File: config.mk
export PLATFORM = sky130hd
export DESIGN_NAME = adc_input_scan_select
export DESIGN_NICKNAME = d
export VERILOG_FILES = /design/src/verilog/scan_select_pkg.sv /design/src/verilog/scan_sequencer.sv /design/src/verilog/adc_input_scan_select.sv
export SDC_FILE = /design/constraint.sdc
export NUM_CORES = 1
export LEC_CHECK = 0
export CORE_MARGIN = 2
export CORE_UTILIZATION = 30
export CTS_CLUSTER_SIZE = 14
export DETAILED_ROUTE_END_ITERATION = 8
export DONT_BUFFER_PORTS = 1
export SLEW_MARGIN = 20
export SYNTH_ARGS = -nofsm -noshare
export SYNTH_HDL_FRONTEND = slang
export SYNTH_SLANG_ARGS = --single-unit
File: constraint.sdc
create_clock -name core_clk -period 1.89 [get_ports core_clk]
set_input_delay 0.189 -clock core_clk [delete_from_list [all_inputs] [get_ports core_clk]]
set_output_delay 0.189 -clock core_clk [all_outputs]
set_load 0.02 [all_outputs]
File: src/verilog/scan_select_pkg.sv
// Package for the converter input selection and scan sequencing block.
// Assumes a single 10 MHz core clock and an AHB-Lite register port.
package scan_select_pkg;
  // Register indices as printed; byte address is four times the index.
  localparam logic [1:0] conversion_setup_idx = 2'h0;
  localparam logic [1:0] interface_setup_idx = 2'h1;
  localparam logic [7:0] conversion_setup_addr = 8'h00;
  localparam logic [7:0] interface_setup_addr = 8'h04;
  // Status register of our own, read-only view of the selection logic.
  localparam logic [7:0] selection_status_addr = 8'h08;
  localparam logic [7:0] addr_mask = 8'hfc;

  // Field positions of the first register.
  localparam int vref_bit = 0;
  localparam int mode_bit = 1;
  localparam int powerdown_bit = 2;
  localparam int channel_pick_lo = 3;
  localparam int channel_pick_hi = 4;
  localparam int differential_count_lo = 5;
  localparam int differential_count_hi = 6;
  localparam int autoscan_bit = 7;
  localparam int selftest_pick_lo = 8;
  localparam int selftest_pick_hi = 9;

  // Field positions of the second register.
  localparam int device_reset_bit = 0;
  localparam int overflow_or_fifo_clear = 1;
  localparam int fill_level_lo = 2;
  localparam int fill_level_hi = 3;
  localparam int ready_type_bit = 4;
  localparam int ready_polarity_bit = 5;
  localparam int strobe_mode_bit = 6;
  localparam int output_coding_select = 7;
  localparam int offset_bit = 8;
  localparam int reserved_bit = 9;

  // Reset values (differential_count_lo set, ready type and polarity set).
  localparam logic [9:0] conversion_setup_rst = 10'h020;
  localparam logic [9:0] interface_setup_rst = 10'h030;

  // Delay from a device reset to the first stored result.
  localparam int first_result_clocks = 5;
  localparam logic [2:0] first_result_cnt = 3'(first_result_clocks);

  // Converted source, one code per analog selection.
  typedef enum logic [2:0] {
    src_a_pos, src_a_neg, src_b_pos, src_b_neg, src_a_diff, src_b_diff, src_none
  } source_e;

  // Test source codes.
  localparam logic [1:0] test_normal = 2'h0;
  localparam logic [1:0] test_upper_ref = 2'h1;
  localparam logic [1:0] test_mid_ref = 2'h2;
  localparam logic [1:0] test_lower_ref = 2'h3;

  localparam logic [1:0] htrans_nonseq = 2'h2;
  localparam logic [2:0] hsize_word = 3'h2;
endpackage

File: src/verilog/scan_sequencer.sv
// Sequencer that steps through the inputs of one configuration code.
// Assumes conv_step pulses once per conversion and restart on config writes.
`timescale 1ns/1ps
module scan_sequencer
  import scan_select_pkg::*;
(
  input wire logic core_clk, // Core clock.
  input wire logic resetn, // Asynchronous reset, active low.
  input wire logic [4:0] config_code, // Scan, differential and channel bits.
  input wire logic conv_step, // One pulse per finished conversion.
  input wire logic restart, // Return to the first input.
  output source_e source, // Input selected now.
  output logic [1:0] position, // Position within the sequence.
  output logic reserved_code // Code is outside the defined set.
);
  logic [1:0] pos_q;
  logic [1:0] pos_d;
  logic [1:0] last_pos;
  logic scan_on;
  logic [1:0] diff_bits;
  logic [1:0] chan;
  source_e pick;
  logic bad;

  assign scan_on = config_code[4];
  assign diff_bits = config_code[3:2];
  assign chan = config_code[1:0];

  // Decode the selected input for each code and sequence position.
  always_comb begin
    pick = src_none;
    last_pos = 2'h0;
    bad = 1'b0;
    if (!scan_on) begin
      unique case (diff_bits)
        2'h0: pick = source_e'({1'b0, chan});
        2'h1: begin
          if (chan == 2'h0) pick = src_a_diff;
          else if (chan == 2'h1) pick = src_b_diff;
          else bad = 1'b1;
        end
        default: bad = 1'b1;
      endcase
    end else begin
      // Scan needs more than one input, so channel code zero is refused.
      unique case ({diff_bits, chan})
        4'h1, 4'h2, 4'h3: begin
          last_pos = chan;
          pick = source_e'({1'b0, pos_q});
        end
        4'h5: begin
          last_pos = 2'h1;
          pick = (pos_q == 2'h0) ? src_a_pos : src_b_diff;
        end
        4'h6: begin
          last_pos = 2'h2;
          pick = (pos_q == 2'h2) ? src_b_diff : source_e'({1'b0, pos_q});
        end
        4'h9: begin
          last_pos = 2'h1;
          pick = (pos_q == 2'h0) ? src_a_diff : src_b_diff;
        end
        default: bad = 1'b1;
      endcase
    end
  end

  // Advance once per conversion and wrap after the last input.
  always_comb begin
    pos_d = pos_q;
    if (restart || !scan_on || bad) pos_d = 2'h0;
    else if (conv_step) pos_d = (pos_q == last_pos) ? 2'h0 : pos_q + 2'h1;
  end

  always_ff @(posedge core_clk or negedge resetn) begin
    if (!resetn) pos_q <= 2'h0;
    else pos_q <= pos_d;
  end

  assign source = pick;
  assign position = pos_q;
  assign reserved_code = bad;
endmodule

File: src/verilog/adc_input_scan_select.sv
// Top of the converter input selection block with its AHB-Lite register port.
// Assumes conv_done pulses for one core clock per finished conversion.
`timescale 1ns/1ps

// Behaviour
// - Input configuration taken from bits three to seven.
// - Plain codes pick one single-ended input.
// - Low differential bit picks A or B pair.
// - Scan needs more than one input.
// - Single-ended scan of two, three, four inputs.
// - Scan alternates A positive and B pair.
// - Scan both A inputs, then B pair.
// - Scan alternates A pair and B pair.
// - Test bits select normal or reference sources.
// - Second register at index one, write only.
// - Second register field layout from bit zero.
// - Test mode suppresses results ready indication.
// - Reset bit restores defaults; first result later.
module adc_input_scan_select
  import scan_select_pkg::*;
(
  input wire logic core_clk, // Core clock, 10 MHz.
  input wire logic resetn, // Asynchronous reset, active low.
  input wire logic hsel, // Slave select.
  input wire logic [7:0] haddr, // Byte address.
  input wire logic [1:0] htrans, // Transfer type.
  input wire logic hwrite, // Write when high.
  input wire logic [2:0] hsize, // Transfer size.
  input wire logic hready, // Bus ready in.
  input wire logic [31:0] hwdata, // Write data.
  output logic [31:0] hrdata, // Read data.
  output logic hreadyout, // Slave ready.
  output logic hresp, // Response, always OKAY.
  input wire logic conv_done, // One pulse per conversion.
  input wire logic fifo_level_hit, // FIFO trigger level reached.
  output scan_select_pkg::source_e input_select, // Analog input in use.
  output logic [1:0] test_select, // Test source code.
  output logic [9:0] conversion_setup, // First register contents.
  output logic [9:0] interface_setup, // Second register contents.
  output logic fifo_clear, // Pulse clearing the FIFO pointer.
  output logic offset_clear, // Pulse clearing the offset register.
  output logic store_enable, // Results may be stored.
  output logic results_ready // Results ready, type and polarity applied.
);
  logic [9:0] conv_q;
  logic [9:0] conv_d;
  logic [9:0] intf_q;
  logic [9:0] intf_d;
  logic wr_pend_q;
  logic [7:0] wr_addr_q;
  logic [31:0] hrdata_q;
  logic [2:0] hold_q;
  logic fifo_clear_q;
  logic offset_clear_q;
  logic store_q;
  logic ready_q;
  logic ready_seen_q;
  source_e sel_q;
  logic [1:0] test_q;
  logic [4:0] code;
  source_e seq_source;
  logic [1:0] seq_pos;
  logic seq_bad;
  logic addr_phase;
  logic wr_conv;
  logic wr_intf;
  logic dev_reset;
  logic restart_seq;
  logic ready_level;
  logic ready_pulse;
  logic ready_pin;
  logic [31:0] rd_value;

  // Address phase decode; only whole-word transfers are taken.
  assign addr_phase = hsel && hready && (htrans == htrans_nonseq) && (hsize == hsize_word);
  assign wr_conv = wr_pend_q && ((wr_addr_q & addr_mask) == conversion_setup_addr);
  assign wr_intf = wr_pend_q && ((wr_addr_q & addr_mask) == interface_setup_addr);
  assign dev_reset = wr_intf && hwdata[device_reset_bit];
  assign restart_seq = wr_conv || dev_reset;

  // Capture the address phase so the data phase can complete next cycle.
  always_ff @(posedge core_clk or negedge resetn) begin
    if (!resetn) begin
      wr_pend_q <= 1'b0;
      wr_addr_q <= 8'h00;
    end else begin
      wr_pend_q <= addr_phase && hwrite;
      wr_addr_q <= haddr;
    end
  end

  // Register writes; a device reset returns both registers to defaults.
  always_comb begin
    conv_d = conv_q;
    intf_d = intf_q;
    if (dev_reset) begin
      conv_d = conversion_setup_rst;
      intf_d = interface_setup_rst;
    end else begin
      if (wr_conv) conv_d = hwdata[9:0];
      if (wr_intf) begin
        intf_d = hwdata[9:0];
        intf_d[device_reset_bit] = 1'b0;
        intf_d[overflow_or_fifo_clear] = 1'b0;
        intf_d[reserved_bit] = 1'b0;
      end
    end
  end

  always_ff @(posedge core_clk or negedge resetn) begin
    if (!resetn) begin
      conv_q <= conversion_setup_rst;
      intf_q <= interface_setup_rst;
    end else begin
      conv_q <= conv_d;
      intf_q <= intf_d;
    end
  end

  assign code = conv_q[autoscan_bit:channel_pick_lo];

  scan_sequencer u_seq (
    .core_clk(core_clk),
    .resetn(resetn),
    .config_code(code),
    .conv_step(conv_done && store_q),
    .restart(restart_seq),
    .source(seq_source),
    .position(seq_pos),
    .reserved_code(seq_bad)
  );

  // Hold off storing for five clocks after a device reset.
  always_ff @(posedge core_clk or negedge resetn) begin
    if (!resetn) hold_q <= 3'h0;
    else if (dev_reset) hold_q <= first_result_cnt;
    else if (hold_q != 3'h0) hold_q <= hold_q - 3'h1;
  end

  // Clear strobes for FIFO pointer and offset; the clear bit pulses too.
  always_ff @(posedge core_clk or negedge resetn) begin
    if (!resetn) begin
      fifo_clear_q <= 1'b0;
      offset_clear_q <= 1'b0;
    end else begin
      fifo_clear_q <= dev_reset || (wr_intf && hwdata[overflow_or_fifo_clear]);
      offset_clear_q <= dev_reset;
    end
  end

  // Results ready: static level or single pulse per level crossing.
  assign ready_level = fifo_level_hit && (conv_q[selftest_pick_hi:selftest_pick_lo] == test_normal);
  assign ready_pulse = ready_level && !ready_seen_q;
  assign ready_pin = (intf_q[ready_type_bit] ? ready_pulse : ready_level)
                     ^ !intf_q[ready_polarity_bit];

  // Outputs are registered; test mode blanks the ready indication.
  always_ff @(posedge core_clk or negedge resetn) begin
    if (!resetn) begin
      store_q <= 1'b0;
      ready_q <= 1'b0;
      ready_seen_q <= 1'b0;
      sel_q <= src_none;
      test_q <= test_normal;
    end else begin
      store_q <= (hold_q <= 3'h1) && !dev_reset && !seq_bad && !conv_q[powerdown_bit];
      ready_seen_q <= ready_level;
      ready_q <= ready_pin;
      sel_q <= seq_bad ? src_none : seq_source;
      test_q <= conv_q[selftest_pick_hi:selftest_pick_lo];
    end
  end

  // Read mux; the two setup registers are write only and read as zero.
  assign rd_value = ((haddr & addr_mask) == selection_status_addr)
                    ? {25'h0, seq_bad, seq_pos, seq_source, hold_q != 3'h0} : 32'h0;

  // Read data is captured at the address phase so hrdata comes from a flop.
  always_ff @(posedge core_clk or negedge resetn) begin
    if (!resetn) hrdata_q <= 32'h0;
    else if (addr_phase && !hwrite) hrdata_q <= rd_value;
  end

  assign hrdata = hrdata_q;
  assign hreadyout = 1'b1;
  assign hresp = 1'b0;
  assign input_select = sel_q;
  assign test_select = test_q;
  assign conversion_setup = conv_q;
  assign interface_setup = intf_q;
  assign fifo_clear = fifo_clear_q;
  assign offset_clear = offset_clear_q;
  assign store_enable = store_q;
  assign results_ready = ready_q;
endmodule

==> qor.csv, run 1 <==
stage,metric,value,unit
status,outcome,"complete, no violations",
layout,drive_above_1_share,0.1211,
critical_path,cp-end-kind,flop,
synth,netlist_instances,240,
power,power.switching,559.9,uW
cts,clkSlewWorstSetupHoldPaths,0.09,ns
layout,syn_to_final_growth,11.21,%
critical_path,critPathMaxFanout,9,
global_routing,grt-ovfl-total,0,
floorplan,fp.dieArea,0.008500,mm^2
floorplan,io_pins,115,
critical_path,r2r_cells,6,
route,routedWlPerCell,13.30,um
synth,synth_edf_count,0,
sta,skew,0.007661,ns
sta,setup_viol,0,
power,power.share.switching,0.2664,
power,clockPowerShare,0.341,
placement,dpl_cell_area,0.002369,mm^2
flow_run,maxCapViolCount,0,
cts,clockRootBuffer,clkbuf_8,
route,drt_iter0_drc,110,
global_routing,track_usage,0.1160,
layout,final_area,0.002595,mm^2
layout,fin_util,0.3393,
cts,cts_buffers,5,
power,leakagePower,0.001193,uW
route,post_drt_via_cell_ratio,4.453,
floorplan,start_util,0.3051,
layout,antennaDiodeCount,0,
route,wl,4763,um
cts,clk_latency,0.30,ns
global_routing,grt_max_degree,47,
floorplan,die_h,92.20,um
worst_hold_path,min_path_cells,2,
route,routed-via-count,1594,
synth,synth_cell_type_count,47,
layout,final_common_cell,nand2_1,
placement,port_buffers,0,
cts,cts_max_path_buffers,2,
synth,seq_area_frac_synth,0.4960,
sta,final_hold_viol_count,0,
synth,ys.flop_type,dfrtp_1,
placement,gp_congestion,0.8004,
layout,final_cell_mix,"nand2_1, dfrtp_1, conb_1",
synth,syn_area,0.002333,mm^2
cts,cts_max_level,2,
synth,ys_warn_count,0,
sta,fmax,0.6063,GHz
layout,final_nets,313,
synth,avgSynthCellArea,9.723,um^2
power,combPwrFrac,0.137,
route,ant_nets,0,
layout,final_cells,358,
sta,setup_tns,0,ns
cts,cts_tree,yes,
power,internal_power,1542,uW
sta,maxSlewViolCount,0,
sta,fin_crit,1.649,ns
placement,dp.cells,340,
critical_path,worstPathRequired,2.09,ns
floorplan,num_rows,32,
critical_path,cp.arrival,1.85,ns
power,irDropWorstVdd,397.0,uV
global_routing,grt_pass1_vias,1593,
critical_path,critPathKind,reg -> reg,
synth,ys_ff_latch,46,
critical_path,startpoint_type,flop,
sta,rsz0062_at_grt,false,
synth,async_reset_ff_frac,1.000,
sta,finalCritPeriodShare,0.8726,
cts,cts_resized,0,
placement,hpwlAfterDp,3508,um
power,power_frac_seq,0.522,
power,p_per_area,809.8,mW/mm^2
global_routing,antenna_found_initial,0,
route,drcViolationCount,0,
route,first_pass_iters,4,
cts,cts.sinks,46,
global_routing,grt_first_pass_wirelength,7790,um
floorplan,core_area,0.007647,mm^2
power,total_power,2101,uW
floorplan,die_w,92.20,um
worst_hold_path,hold_path_class,in -> reg,
-- synthesized netlist by cell type, types with 2 or more instances --
cell      instances  share of area
nand2_1          44          0.071
dfrtp_1          41           0.44
buf_4            30          0.097
o21ai_0          23          0.049
nor2_1           11          0.018
inv_1             9          0.014
ha_1              6          0.032
buf_2             5          0.011
clkbuf_1          5         0.0080
dfstp_2           5          0.056
a21oi_1           4         0.0086
nor2b_1           4          0.011
nor3b_1           4          0.013
nand2b_1          3         0.0080
nand3_1           3         0.0064
nand4_1           3         0.0080
nor3_1            3         0.0064
a211oi_1          2         0.0064
a221o_1           2         0.0086
a22o_1            2         0.0075
and3b_1           2         0.0075
conb_1            2         0.0032
nor4bb_1          2         0.0086
o31ai_1           2         0.0064
-- area by class of cell --
class                      instances  area (um^2)
sequential                        46         1157
multi-input combinational        172        967.2
timing repair buffer              21        200.2
clock inverter                     3        40.04
tap                              102        127.6
inverter                           9        33.78
clock buffer                       5        68.82
fill                             774         5052
-- per-stage QoR --
| step | hold slack [ns] | setup slack, ns |
|---|---|---|
| finish | 0.02016 | 0.2407 |
| global route | 0.03711 | 0.08091 |
| CTS | 0.01676 | 0.2180 |
| detailed placement | -0.1058 | 0.2228 |
| global placement | -0.1057 | 0.2390 |
| floorplan | -0.1066 | 0.3447 |
-- critical path, cell delays in order (launching register included) --
cell,delay (ns)
dfrtp_1,0.48
inv_1,0.12
ha_1,0.20
a21oi_1,0.05
o221a_2,0.28
o32a_1,0.21
a22o_1,0.20
-- registers in the layout, summed over array words and instances (netlist names) --
signal / flops
conversion_setup: 10
hrdata: 7
interface_setup: 7
wr_addr_q: 6
hold_q: 3
input_select: 3
test_select: 2
u_seq.position: 2
fifo_clear: 1
offset_clear: 1
ready_seen_q: 1
results_ready: 1
store_enable: 1
wr_pend_q: 1
-- kinds of logic after synthesis --
group,count (synthesis),synth area share
mux,1,0.004290
other cells,2,0.003218
compound gates,43,0.1185
fa+ha+maj,6,0.03217
simple gates,90,0.2038
flops,46,0.4960
buf+inv,50,0.1346
xor+xnor,2,0.007508
-- power by group through the flow --
stage	clock [uW]	combinational (uW)	sequential, uW
global route	773	324	1100
finish	717	287	1100
CTS	733	292	1100
floorplan	0	269	1110
global placement	0	243	1110
detailed placement	0	249	1120
-- per-layer routing --
layer | up-vias | part of all wire | global-route usage
met5 | - | 0 | 0
met4 | 0 | 0.0076 | 0.02985
met3 | 5 | 0.087 | 0.04684
met2 | 67 | 0.48 | 0.1936
met1 | 745 | 0.42 | 0.1392
li1 | 777 | - | -
-- path summary, 6_finish.rpt --
path / startpoint / endpoint / slack, ns
setup / recovery: u_seq.position[1] / hrdata[1] / 0.24
hold / removal: hwdata[9] / conversion_setup[9] / 0.02
setup reg to reg: u_seq.position[1] / hrdata[1] / 0.24
hold reg to reg: wr_addr_q[2] / conversion_setup[0] / 0.51
max in group asynchronous: resetn / interface_setup[5] / 1.21
min in group asynchronous: resetn / store_enable / 0.42
-- timing repair --
action,4_1_cts,5_1_grt
endpoints found under the hold margin,53,0
hold buffers,10,0
endpoints found under the setup margin,0,0
buffers inserted,0,0
No activity file was read; power rests on OpenSTA's default activity.
==> run 2: changes to the inputs <==
--- a/config.mk
+++ b/config.mk
@@ -10,7 +10,9 @@
 export CTS_CLUSTER_SIZE = 14
 export DETAILED_ROUTE_END_ITERATION = 8
 export DONT_BUFFER_PORTS = 1
+export PLACE_DENSITY_LB_ADDON = 0.15
 export SLEW_MARGIN = 20
 export SYNTH_ARGS = -nofsm -noshare
 export SYNTH_HDL_FRONTEND = slang
 export SYNTH_SLANG_ARGS = --single-unit
+export TNS_END_PERCENT = 10
==> qor.csv, run 2 (synthesis results as in run 1) <==
stage,metric,value,unit
status,outcome,"complete, no violations",
sta,fin_crit,1.674,ns
route,routed-via-count,1569,
critical_path,crit_chain,nor3b_1 > nor3b_1 > o32a_1 > a22o_1,
cts,clockRootBuffer,clkbuf_8,
sta,finalCritPeriodShare,0.8860,
sta,rsz0062_at_grt,false,
power,power.share.switching,0.2606,
layout,fill_cells,802,
critical_path,cp.depth,4,
global_routing,grt_max_degree,47,
sta,maxSlewViolCount,0,
floorplan,num_rows,32,
route,post_drt_via_cell_ratio,4.383,
floorplan,die_h,92.20,um
layout,largest_register_ff_count,10,
worst_hold_path,min_from,hwdata[1],
critical_path,r2r_cells,4,
placement,hpwlAfterDp,3472,um
critical_path,critPathTopFamily,flip-flops,
power,p_per_area,807.6,mW/mm^2
layout,final_common_cell,nand2_1,
cts,cts_resized,0,
cts,cts.sinks,46,
power,clockPowerShare,0.340,
power,internal_power,1548,uW
floorplan,core_area,0.007647,mm^2
route,drcViolationCount,0,
critical_path,cp-end-kind,flop,
critical_path,cpMostUsedCell,nor3b_1,
global_routing,track_usage,0.1199,
route,drt_iter0_drc,46,
cts,cts_buffers,5,
placement,gp_congestion,0.7597,
global_routing,grt-ovfl-total,0,
layout,syn_to_final_growth,11.10,%
worst_hold_path,hold_path_class,in -> reg,
cts,clk_latency,0.29,ns
floorplan,start_util,0.3051,
floorplan,die_w,92.20,um
power,power_frac_seq,0.523,
floorplan,io_pins,115,
layout,final_cell_mix,"nand2_1, dfrtp_1, conb_1",
sta,skew,0.004441,ns
power,power.switching,545.7,uW
critical_path,rr_endpoint,hrdata[1],
power,leakagePower,0.001189,uW
layout,drive_above_1_share,0.1133,
flow_run,maxCapViolCount,0,
sta,whs,0.02571,ns
worst_hold_path,holdPathEnd,fifo_clear,
sta,final_hold_viol_count,0,
cts,cts_setup_buffers,0,
sta,fmax,0.5972,GHz
worst_hold_path,min_path_cells,2,
cts,cts_max_path_buffers,2,
power,combPwrFrac,0.137,
critical_path,r2r_start,conversion_setup[5],
cts,clkSlewWorstSetupHoldPaths,0.08,ns
critical_path,crit_buf_inv,0,
critical_path,cp.arrival,1.86,ns
sta,setup_viol,0,
critical_path,cp_slowest_cell,dfstp_2,
power,irDropWorstVdd,273.1,uV
global_routing,antenna_found_initial,0,
global_routing,grt_first_pass_wirelength,7921,um
sta,setup_tns,0,ns
critical_path,critical-path-max-stage-delay,0.74,ns
critical_path,r2r_slack,0.22,ns
placement,port_buffers,0,
route,routedWlPerCell,13.32,um
layout,antennaDiodeCount,0,
cts,cts_max_level,2,
critical_path,startpoint_type,flop,
critical_path,critPathMaxFanout,14,
route,ant_nets,0,
cts,cts_tree,yes,
route,wl,4768,um
floorplan,fp.dieArea,0.008500,mm^2
global_routing,grt_pass1_vias,1582,
critical_path,worstPathRequired,2.08,ns
layout,final_nets,313,
route,first_pass_iters,4,
critical_path,critPathKind,reg -> reg,
[run 2: cell types whose count changed in the layout (fill, tap and decap cells not counted), sizes merged]
cell | previous run | this run
clkbuf | 5 | 7
clkinv | 2 | 0
[run 2: metal layers]
layer  GRT usage  vias up  part of all wire
met5           0        -                 0
li1            -      776                 -
met3     0.04601        7             0.076
met1      0.1474      731              0.44
met4     0.04851        0             0.017
met2      0.1893       55              0.47
[run 2: final cells by class]
class / instances / area (um^2) / share of cell area
inverter: 9 / 33.78 / 0.01303
sequential: 46 / 1157 / 0.4464
clock inverter: 1 / 30.03 / 0.01158
tap: 102 / 127.6 / 0.04923
multi-input combinational: 172 / 967.2 / 0.3731
timing repair buffer: 21 / 200.2 / 0.07722
clock buffer: 7 / 76.32 / 0.02944
[run 2: stage by stage]
step,instances,worst slack (ns),util,power [uW],cell area [um^2]
global route,358,0.1031,0.3390,2237,2592
detailed placement,340,0.2208,0.3097,1366,2369
floorplan,268,0.3447,-,1375,2439
global placement,340,0.2220,0.3097,1365,2369
CTS,358,0.2010,0.3390,2142,2592
finish,358,0.2155,0.3390,2094,2592
[run 2: how the worst max path moves through the flow]
stage	startpoint	end	slack (ns)
3_3_place_gp	conversion_setup[5]	hrdata[1]	0.22
6_report	conversion_setup[5]	hrdata[1]	0.22
4_1_cts	conversion_setup[5]	hrdata[1]	0.20
2_1_floorplan	conversion_setup[4]	hrdata[1]	0.34
5_1_grt	conversion_setup[3]	hrdata[1]	0.10
3_5_place_dp	conversion_setup[5]	hrdata[1]	0.22
[run 2: repair_timing]
action | CTS | global route
endpoints found under the setup margin | 0 | 0
endpoints found under the hold margin | 53 | 0
hold buffers | 10 | 0
[run 2: power groups by stage]
stage | combinational, uW | clock (uW) | sequential, uW
3_3_place_gp | 249 | 0 | 1120
6_report | 286 | 712 | 1100
3_5_place_dp | 249 | 0 | 1120
5_1_grt | 337 | 792 | 1110
4_1_cts | 292 | 753 | 1100
2_1_floorplan | 269 | 0 | 1110
[run 2: worst register-to-register path: cells and delay by family, from the launching register on]
family           cells  cell delay (ns)
AND/OR/NAND/NOR      2             0.29
AO/OA/AOI/OAI        2             0.54
flip-flops           1             0.74
==> run 3: changes to the inputs <==
--- a/config.mk
+++ b/config.mk
@@ -5,6 +5,7 @@
 export SDC_FILE = /design/constraint.sdc
 export NUM_CORES = 1
 export LEC_CHECK = 0
+export CORE_ASPECT_RATIO = 0.9
 export CORE_MARGIN = 2
 export CORE_UTILIZATION = 30
 export CTS_CLUSTER_SIZE = 14
==> qor.csv, run 3 (synthesis results as in run 1) <==
stage,metric,value,unit
layout,largest_register_ff_count,10,
critical_path,cp-end-kind,flop,
route,routed-via-count,1604,
global_routing,track_usage,0.1217,
power,power.switching,571.4,uW
layout,final_common_cell,nand2_1,
critical_path,critPathTopFamily,compound AO/OA/AOI/OAI gates,
cts,clk_latency,0.30,ns
route,ant_nets,0,
sta,finalCritPeriodShare,0.8879,
floorplan,io_pins,115,
critical_path,critPathKind,reg -> reg,
global_routing,antenna_found_initial,0,
layout,fin_util,0.3464,
route,drcViolationCount,0,
layout,final_nets,316,
power,p_per_area,789.4,mW/mm^2
sta,setup_tns,0,ns
sta,fmax,0.5959,GHz
layout,drive_above_1_share,0.1197,
cts,cts_resized,0,
route,routedWlPerCell,13.74,um
critical_path,cp.arrival,1.88,ns
sta,skew,0.005259,ns
placement,port_buffers,0,
placement,gp_congestion,0.7342,
flow_run,maxCapViolCount,0,
placement,dpl_cell_area,0.002361,mm^2
floorplan,fp.dieArea,0.008501,mm^2
cts,cts_buffers,5,
cts,clockRootBuffer,clkbuf_8,
route,post_drt_via_cell_ratio,4.518,
cts,cts_tree,yes,
sta,setup_slack,0.2118,ns
layout,fill_cells,766,
global_routing,grt_first_pass_wirelength,8142,um
critical_path,cp_slowest_cell,dfstp_2,
route,drt_iter0_drc,56,
critical_path,critPathMaxFanout,14,
power,irDropWorstVdd,344.7,uV
floorplan,core_area,0.007545,mm^2
sta,setup_viol,0,
layout,final_cell_mix,"nand2_1, dfrtp_1, conb_1",
sta,final_hold_viol_count,0,
sta,fin_crit,1.678,ns
global_routing,grt_max_degree,47,
power,power_frac_seq,0.532,
power,internal_power,1492,uW
power,power.share.switching,0.2769,
floorplan,die_w,96.97,um
cts,cts_max_path_buffers,2,
critical_path,critical-path-max-stage-delay,0.75,ns
power,clockPowerShare,0.324,
sta,maxSlewViolCount,0,
cts,cts_max_level,2,
global_routing,grt-ovfl-total,0,
sta,rsz0062_at_grt,false,
layout,final_area,0.002614,mm^2
layout,antennaDiodeCount,0,
critical_path,startpoint_type,flop,
cts,clkSlewWorstSetupHoldPaths,0.09,ns
worst_hold_path,hold_path_class,in -> reg,
critical_path,crit_chain,a21boi_0 > o221a_2 > o32a_1 > a22o_1,
critical_path,crit_buf_inv,0,
cts,cts.sinks,46,
power,combPwrFrac,0.144,
route,first_pass_iters,4,
status,outcome,"complete, no violations",
placement,dp_slack,0.2005,ns
floorplan,start_util,0.3093,
power,leakagePower,0.001205,uW
floorplan,die_h,87.67,um
route,wl,4879,um
layout,syn_to_final_growth,12.01,%
floorplan,num_rows,30,
critical_path,worstPathRequired,2.09,ns
global_routing,grt_pass1_vias,1576,
placement,hpwlAfterDp,3574,um
-- run 3: worst reg2reg max path: cells and delay by family (launching register included) --
family          cells  cell delay [ns]
compound gates      4             0.83
flops               1             0.75
-- run 3: layer usage --
metal | global-route usage | part of all wire | wire (um) | up-vias
met4 | 0.04994 | 0.019 | 95 | 0
met3 | 0.03192 | 0.079 | 385 | 8
li1 | - | - | - | 783
met1 | 0.1603 | 0.44 | 2158 | 755
met2 | 0.1932 | 0.46 | 2239 | 58
met5 | 0 | 0 | 0 | -
-- run 3: per-stage QoR --
step	power, uW	hold slack, ns	instances
after CTS	2111	0.002212	355
after global placement	1367	-0.1053	334
after global routing	2206	0.007472	355
after floorplan	1375	-0.1066	268
after detailed placement	1373	-0.1051	334
final	2063	0.01943	355
-- run 3: repair_timing --
action / CTS / global route
buffers inserted: 0 / 0
hold endpoints to repair: 55 / 0
hold buffers: 13 / 0
-- run 3: area by class of cell --
class,instances,area (um^2),share of cell area
inverters,9,33.78,0.01292
well taps,96,120.1,0.04595
repair buffers,24,230.2,0.08808
multi-input cells,172,967.2,0.3700
clock inverters,1,8.758,0.003351
flip-flops and latches,46,1157,0.4428
clock buffers,7,96.34,0.03686
-- run 3: final timing paths --
kind,from,end,slack (ns),depth (start not counted)
setup reg to reg,conversion_setup[5],hrdata[1],0.21,4
setup / recovery,conversion_setup[5],hrdata[1],0.21,4
max in group asynchronous,resetn,input_select[1],1.23,2
hold / removal,hwdata[4],interface_setup[4],0.02,2
hold reg to reg,wr_addr_q[2],conversion_setup[0],0.52,1
min in group asynchronous,resetn,conversion_setup[9],0.39,2
-- run 3: power by group through the flow --
stage / Combinational [uW] / Clock [uW] / Sequential (uW)
after floorplan: 269 / 0 / 1110
after global placement: 251 / 0 / 1120
after detailed placement: 256 / 0 / 1120
after CTS: 302 / 711 / 1100
after global routing: 347 / 754 / 1110
final: 297 / 668 / 1100
